[src/core/irq_evt_pkg.sv]
// shared types, opcodes, status codes and reset values for the interrupt
// and position event command decoder; all logic runs on one clock
package irq_evt_pkg;

  localparam int        NUM_IRQ   = 16;   // interrupt sources
  localparam int        NUM_MOTOR = 8;    // motors covered by the event mask
  localparam int        VEC_W     = 32;   // handler entry address width
  localparam int        IRQ_W     = $clog2(NUM_IRQ);

  // command opcodes
  localparam logic [7:0] OP_IRQ_UNMASK = 8'h19;
  localparam logic [7:0] OP_IRQ_MASK   = 8'h1A;
  localparam logic [7:0] OP_VEC_DEF    = 8'h25;
  localparam logic [7:0] OP_HND_RET    = 8'h26;
  localparam logic [7:0] OP_UF_FIRST   = 8'h40;
  localparam logic [7:0] OP_UF_LAST    = 8'h47;
  localparam logic [7:0] OP_POS_EVT    = 8'h8A;

  // type field codes
  localparam logic [7:0] TYPE_GLOBAL   = 8'hFF;
  localparam logic [7:0] TYPE_ONESHOT  = 8'h00;
  localparam logic [7:0] TYPE_PERSIST  = 8'h01;

  // reply status codes
  localparam logic [7:0] ST_OK         = 8'h64;
  localparam logic [7:0] ST_POS_EVT    = 8'h80;
  localparam logic [7:0] ST_BAD_SUM    = 8'h01;

  // addresses
  localparam logic [7:0] MODULE_ADDR   = 8'h01;
  localparam logic [7:0] HOST_ADDR     = 8'h02;

  // reset values
  localparam logic               RST_GLOB_EN = 1'b0;
  localparam logic [NUM_IRQ-1:0] RST_IRQ_EN  = '0;
  localparam logic [VEC_W-1:0]   RST_VEC     = '0;

  typedef struct packed {
    logic [7:0]  addr;
    logic [7:0]  opcode;
    logic [7:0]  ctype;
    logic [7:0]  bank;
    logic [31:0] value;
    logic [7:0]  csum;
  } cmd_frame_s;

  typedef struct packed {
    logic [7:0]  reply_addr;
    logic [7:0]  module_addr;
    logic [7:0]  status;
    logic [7:0]  opcode;
    logic [31:0] value;
    logic [7:0]  csum;
  } reply_s;

  typedef struct packed {
    logic [31:0] acc;
    logic [31:0] xreg;
    logic [7:0]  flags;
    logic [31:0] pc;
  } ctx_s;

  // low eight bits of the sum of eight frame bytes
  function automatic logic [7:0] sum8(input logic [63:0] bytes);
    logic [7:0] s;
    s = 8'h00;
    for (int i = 0; i < 8; i++)
      s = s + bytes[i*8 +: 8];
    return s;
  endfunction

endpackage

[src/core/irq_evt_cmd.sv]
// decoder for interrupt control, handler return, customer functions and
// position reached event requests
// assumes frames, program instructions and motion events share sys_clk
`timescale 1ns/1ns
module irq_evt_cmd
  import irq_evt_pkg::*;
(
  input  wire logic                  sys_clk,       // system clock
  input  wire logic                  reset_n,       // async reset, low
  input  wire cmd_frame_s            host_frame,    // host command frame
  input  wire logic                  host_valid,    // host frame strobe
  input  wire cmd_frame_s            prog_instr,    // stored program instruction
  input  wire logic                  prog_valid,    // program instruction strobe
  input  wire logic                  irq_entry,     // handler entry pulse
  input  wire ctx_s                  entry_ctx,     // context at entry
  input  wire logic                  mvp_valid,     // move-to-position issued
  input  wire logic [NUM_MOTOR-1:0]  mvp_mask,      // motors of that move
  input  wire logic [NUM_MOTOR-1:0]  reached,       // target reached pulses
  input  wire logic [IRQ_W-1:0]      vec_sel,       // vector table index
  output logic [VEC_W-1:0]           vec_addr,      // selected vector
  output logic [NUM_IRQ-1:0]         irq_enable,    // per-source enables
  output logic                       irq_glob_en,   // global enable
  output logic                       restore_valid, // context restore pulse
  output ctx_s                       restore_ctx,   // restored context
  output logic                       uf_valid,      // customer function pulse
  output cmd_frame_s                 uf_frame,      // customer function frame
  output logic                       reply_valid,   // reply pulse
  output reply_s                     reply          // reply frame
);

  typedef struct packed {
    logic [NUM_IRQ-1:0]             irq_en;
    logic                           glob_en;
    logic [NUM_IRQ-1:0][VEC_W-1:0]  vec;
    logic [VEC_W-1:0]               vec_out;
    ctx_s                           saved;
    ctx_s                           rest;
    logic                           rest_v;
    cmd_frame_s                     uf;
    logic                           uf_v;
    logic [NUM_MOTOR-1:0]           armed;
    logic                           persist;
    logic [NUM_MOTOR-1:0]           pending;
    logic [NUM_MOTOR-1:0]           done;
    reply_s                         rep;
    logic                           rep_v;
  } core_s;

  core_s      state_reg;
  core_s      state_next;
  logic       sum_ok;
  cmd_frame_s cmd;
  logic       cmd_v;
  logic       from_host;

  frame_sum_check u_sum (
    .frame  (host_frame),
    .sum_ok (sum_ok)
  );

  // build one reply frame with its checksum
  function automatic reply_s make_reply(input logic [7:0] st, input logic [7:0] op,
                                        input logic [31:0] val);
    reply_s r;
    r.reply_addr  = HOST_ADDR;
    r.module_addr = MODULE_ADDR;
    r.status      = st;
    r.opcode      = op;
    r.value       = val;
    r.csum        = sum8({HOST_ADDR, MODULE_ADDR, st, op, val});
    return r;
  endfunction

  // host frames win over program instructions in the same cycle
  always_comb
  begin
    from_host = host_valid && (host_frame.addr == MODULE_ADDR);
    cmd       = from_host ? host_frame : prog_instr;
    cmd_v     = from_host || prog_valid;
  end

  // next state
  always_comb
  begin
    logic       host_ok;
    logic [7:0] n;
    logic [NUM_MOTOR-1:0] hit;
    host_ok    = 1'b0;
    n          = 8'h00;
    hit        = '0;
    state_next = state_reg;
    state_next.rest_v = 1'b0;
    state_next.uf_v   = 1'b0;
    state_next.rep_v  = 1'b0;
    state_next.vec_out = state_reg.vec[vec_sel];
    n = cmd.ctype;

    // save context on handler entry
    if (irq_entry)
      state_next.saved = entry_ctx;

    // pending motors that reach become due; a move in the same cycle sets its motor pending again if armed
    hit = reached & state_reg.pending;
    state_next.pending = state_reg.pending & ~hit;

    // moves pick up the armed mask; a new request below wins
    if (mvp_valid)
    begin
      state_next.pending = state_next.pending | (mvp_mask & state_reg.armed);
      if (!state_reg.persist && |(mvp_mask & state_reg.armed))
        state_next.armed = '0;
    end

    if (from_host && !sum_ok)
    begin
      state_next.rep   = make_reply(ST_BAD_SUM, cmd.opcode, 32'h0000_0000);
      state_next.rep_v = 1'b1;
    end
    else if (cmd_v)
    begin
      host_ok = from_host;
      case (cmd.opcode)
        OP_IRQ_MASK:
        begin
          if (n == TYPE_GLOBAL)
            state_next.glob_en = 1'b0;
          else if (n < 8'(NUM_IRQ))
            state_next.irq_en[n[IRQ_W-1:0]] = 1'b0;
        end
        OP_IRQ_UNMASK:
        begin
          if (n == TYPE_GLOBAL)
            state_next.glob_en = 1'b1;
          else if (n < 8'(NUM_IRQ))
            state_next.irq_en[n[IRQ_W-1:0]] = 1'b1;
        end
        OP_VEC_DEF:
        begin
          if (n < 8'(NUM_IRQ))
            state_next.vec[n[IRQ_W-1:0]] = cmd.value[VEC_W-1:0];
        end
        OP_HND_RET:
        begin
          state_next.rest   = state_reg.saved;
          state_next.rest_v = 1'b1;
        end
        OP_POS_EVT:
        begin
          if (from_host)
          begin
            state_next.armed   = cmd.value[NUM_MOTOR-1:0];
            state_next.persist = (n == TYPE_PERSIST);
          end
        end
        default:
        begin
          if (cmd.opcode >= OP_UF_FIRST && cmd.opcode <= OP_UF_LAST)
          begin
            state_next.uf   = cmd;
            state_next.uf_v = 1'b1;
          end
          else
            host_ok = 1'b0;
        end
      endcase
      if (host_ok)
      begin
        state_next.rep   = make_reply(ST_OK, cmd.opcode,
                                      (cmd.opcode == OP_POS_EVT) ? cmd.value : 32'h0000_0000);
        state_next.rep_v = 1'b1;
      end
    end

    // delayed reply when the line is free
    if (!state_next.rep_v && |state_reg.done)
    begin
      state_next.rep   = make_reply(ST_POS_EVT, OP_POS_EVT,
                                    32'(state_reg.done));
      state_next.rep_v = 1'b1;
      state_next.done  = hit;
    end
    else
      state_next.done  = state_reg.done | hit;
  end

  // state register
  always_ff @(posedge sys_clk or negedge reset_n)
  begin
    if (!reset_n)
    begin
      state_reg         <= '0;
      state_reg.irq_en  <= RST_IRQ_EN;
      state_reg.glob_en <= RST_GLOB_EN;
      state_reg.vec     <= {NUM_IRQ{RST_VEC}};
    end
    else
      state_reg <= state_next;
  end

  // outputs straight from the state register
  assign vec_addr      = state_reg.vec_out;
  assign irq_enable    = state_reg.irq_en;
  assign irq_glob_en   = state_reg.glob_en;
  assign restore_valid = state_reg.rest_v;
  assign restore_ctx   = state_reg.rest;
  assign uf_valid      = state_reg.uf_v;
  assign uf_frame      = state_reg.uf;
  assign reply_valid   = state_reg.rep_v;
  assign reply         = state_reg.rep;

endmodule

[src/core/frame_sum_check.sv]
// checksum test for one incoming command frame
// assumes the frame is held stable while its valid is high
`timescale 1ns/1ns
module frame_sum_check
  import irq_evt_pkg::*;
(
  input  wire cmd_frame_s frame,    // frame under test
  output logic            sum_ok    // checksum matches
);

  // compare carried checksum with the sum of the first eight bytes
  assign sum_ok = (sum8(frame[71:8]) == frame.csum);

endmodule

[config.mk]
export PLATFORM = sky130hd
export DESIGN_NAME = irq_evt_cmd
export DESIGN_NICKNAME = d
export VERILOG_FILES = /design/src/core/irq_evt_pkg.sv /design/src/core/irq_evt_cmd.sv /design/src/core/frame_sum_check.sv
export SDC_FILE = /design/constraint.sdc
export NUM_CORES = 2
export LEC_CHECK = 0
export BUFFER_PORTS_ARGS = -buffer_cell sky130_fd_sc_hd__buf_2
export CORE_ASPECT_RATIO = 2
export CORE_MARGIN = 2
export CORE_UTILIZATION = 35
export CTS_BUF_LIST = sky130_fd_sc_hd__clkbuf_8
export CTS_CLUSTER_SIZE = 16
export DETAILED_ROUTE_END_ITERATION = 12
export GPL_ROUTABILITY_DRIVEN = 0
export PLACE_DENSITY = 0.59
export SYNTH_ARGS = -nofsm -noshare
export SYNTH_HDL_FRONTEND = slang
export SYNTH_HIERARCHICAL = 1
export SYNTH_SLANG_ARGS = --single-unit
[constraint.sdc]
create_clock -name sys_clk -period 5.4 [get_ports sys_clk]
set_clock_uncertainty 0.05 [all_clocks]
set_input_delay 1.08 -clock sys_clk [delete_from_list [all_inputs] [get_ports sys_clk]]
set_output_delay 1.08 -clock sys_clk [all_outputs]
set_load 0.02 [all_outputs]
==> impl_results.md <==
- Outcome: finished clean
- Slew Limit Fails: 0
- Worst EP required: 6.08 ns
- Initial antenna violation count: 16
- Largest net degree at the start of global routing: 123
- Vias per cell: 5.07
- Area post-placement: 48000 sq um
- Cell count after synthesis: 3706
- Initial DRC Count: 1893
- Crit share post-route: 99.5%
- Synth top cells by count: dfrtp_1 (921), nand2_1 (642), o21ai_0 (478)
- Ys flop type: dfrtp_1
- Peak VDD IR: 242 uV
- Setup ws final: 0.0280 ns
- Starting Density: 35.2%
- Die footprint: 126000 sq um
- Max clock buf depth: 3
- Pre-CTS setup slack: -1.21 ns
- Die Y: 501 um
- # Max-Cap Violations: 0
- Vias in the first global route: 31166
- Peak Freq: 186 MHz
- Syn avg cell area: 11.7 sq um
- Largest register FFs: 641
- Final Instance Area: 51500 sq um
- Setup CP Type: in2reg
- Rows: 182
- Drt total wl: 135 mm
- Die width: 252 um
- Post-synth EDFFs: 0
- Initial DRT Pass Iterations: 5
- Aggregate global-route resource usage: 21.2%
- Reg2reg start: state_reg[74]$_DFF_PN0_
- Layout cells sized above 1: 36.8%
- # IOs: 574
- Fin. Hold Viols: 0
- Final Util: 42.0%
- Most common cell in the netlist: dfrtp_1
- Pwr Density: 313 nW/um^2
- Worst skew pair latency: 0.85 ns
- ANT nets after route: 0
- CP endpoint kind: register
- Reg2Reg Capture Point: reply[0]$_DFFE_PN0P_
- Worst reg-to-reg setup slack: 2.74 ns
- Critical-path cell list: buf_2 -> fa_1 -> inv_1 -> fa_1 -> fa_1 -> fa_2 -> xnor3_1 -> xnor3_1 -> xnor3_2 -> or3_1 -> a21oi_2 -> buf_4 -> and4_4 -> buf_12 -> o211ai_4 -> buf_12 -> clkbuf_16 -> nand2_1 -> o21ai_1
- Vias: 29661
- H-tree Lvls: 4
- Static Leak: 24.4 nW
- Yosys warns: 6
- Crit-path max cell delay: 0.56 ns
- Slew margin rel.: 35.7%
- Crit Path Max Fanout: 11
- Count of different cell masters after synthesis: 76
- Least-Margin Pin Slew: 0.964 ns
- Reg area: 23000 sq um
- Setup Viol. Count Final: 0
- Yosys top cell by area: dfrtp_1
- CTS Buf Count: 143
- Fillers: 11567
- Detailed Place HPWL: 96.3 mm
- Root buf cell: clkbuf_8
- P&R area growth vs syn: 19.4%
- R2R cell count: 8
- Post-synth ARST share: 100%
- Area taken by multi-input logic gates: 17100 sq um
- Slowest-stage cell, CP: fa_1
- Clock Pin Slew Worst Setup and Hold Paths: 0.07 ns
- Flops & latches, synth: 921
- Startpoint types: input port
- Ranking of synthesized cells by area: dfrtp_1 (53%), mux4_2 (8.3%), mux2_2 (5.8%)
- Worst Hold Class: in2async
- IO Port Bufs: 556
- Core Box Area: 123000 sq um
- TNS Setup: 0 ns
- Post-synthesis sequential area ratio: 53.4%
- Final min period: 5.37 ns
- TritonCTS clock tree: done
- Most frequent CP cell: fa_1
- Post-Syn Area: 43200 sq um
- Fin nets: 4536
- WL/cell: 23.1 um
- First-pass GRT wire length: 199 mm
- Synth top area share: 53.4%
- Gr ovfl total: 0
- Remaining DRCs: 0
- Arr. time, crit path: 6.05 ns
- Hold buffers post-CTS: 0
- CTS sink count: 921
worst max-delay path by stage:
| stage | depth (start not counted) | slack, ns | end | start |
|---|---|---|---|---|
| after global placement | 21 | -1.26 | reply[15]$_DFFE_PN0P_ | host_frame[34] |
| after detailed placement | 21 | -1.21 | reply[15]$_DFFE_PN0P_ | host_frame[34] |
| after floorplan | 23 | -1.02 | reply[4]$_DFFE_PN0P_ | host_frame[71] |
| final | 19 | 0.03 | state_reg[608]$_DFFE_PN0P_ | host_frame[14] |
| after global routing | 23 | -0.002 | state_reg[635]$_DFFE_PN0P_ | host_frame[34] |
| after CTS | 23 | -0.04 | state_reg[605]$_DFFE_PN0P_ | host_frame[50] |
area by class of cell:
cell class / count / area share (%)
antenna: 6 / 0.0291
clock inverter: 73 / 1.14
inverter: 102 / 0.743
tap: 1564 / 3.80
timing repair buffer: 846 / 11.7
sequential: 921 / 44.7
clock buffer: 175 / 4.67
multi-input combinational: 2163 / 33.2
critical path: cells and delay by family:
kind	cells	cell delay, ns
AOI/OAI and AO/OA	3	0.37
adders and majority gates	4	1.98
and+or+nand+nor	3	0.71
buffers and inverters	6	0.93
xor gates and xnor gates	3	0.95
per-layer routing:
metal	track usage [%]	share of wire, %	vias to the layer above
met5	0	0.050	-
met4	11.3	5.4	10
met3	4.70	5.6	306
met2	37.5	52	1087
met1	23.6	37	14879
li1	-	-	13379
cell families (layout without fill, tap and decap cells):
kind of cell | after synthesis | count (layout) | synth area share, %
buf+inv | 638 | 1196 | 8.48
compound gates | 720 | 720 | 9.66
xor+xnor | 44 | 44 | 0.988
mux | 443 | 443 | 15.7
other cells | 1 | 23 | 0.00868
flops | 921 | 921 | 53.4
fa+ha+maj | 85 | 85 | 3.49
simple gates | 854 | 854 | 8.27
what timing repair did:
action / 4_1_cts / 5_1_grt
setup endpoints to repair: 755 / 761
gates resized for setup: 14 / 19
cloned: 5 / 7
setup buffers: 11 / 5
pin swaps: 9 / 15
stage by stage:
| step | hold WS, ns | power (W) | instances |
|---|---|---|---|
| after floorplan | 0.391 | 0.00917 | 3722 |
| after CTS | 0.143 | 0.0163 | 5833 |
| after global routing | 0.194 | 0.0169 | 5850 |
| final | 0.223 | 0.0161 | 5850 |
| after global placement | 0.406 | 0.00996 | 5569 |
| after detailed placement | 0.400 | 0.00998 | 5569 |
power by group:
part	internal, W	switching [W]
logic	0.00105	0.00153
registers	0.00719	0.000168
clock network	0.00326	0.00294
cell usage in the layout (no fill, tap or decap), types with 90 or more instances in the layout:
cell type / count
buf_2: 551
buf_4: 214
clkbuf_8: 176
dfrtp_1: 921
inv_1: 139
mux2_2: 178
mux4_2: 160
nand2_1: 640
nor2_1: 90
o21ai_0: 151
o21ai_1: 395
No activity file was read; power rests on OpenSTA's default activity.
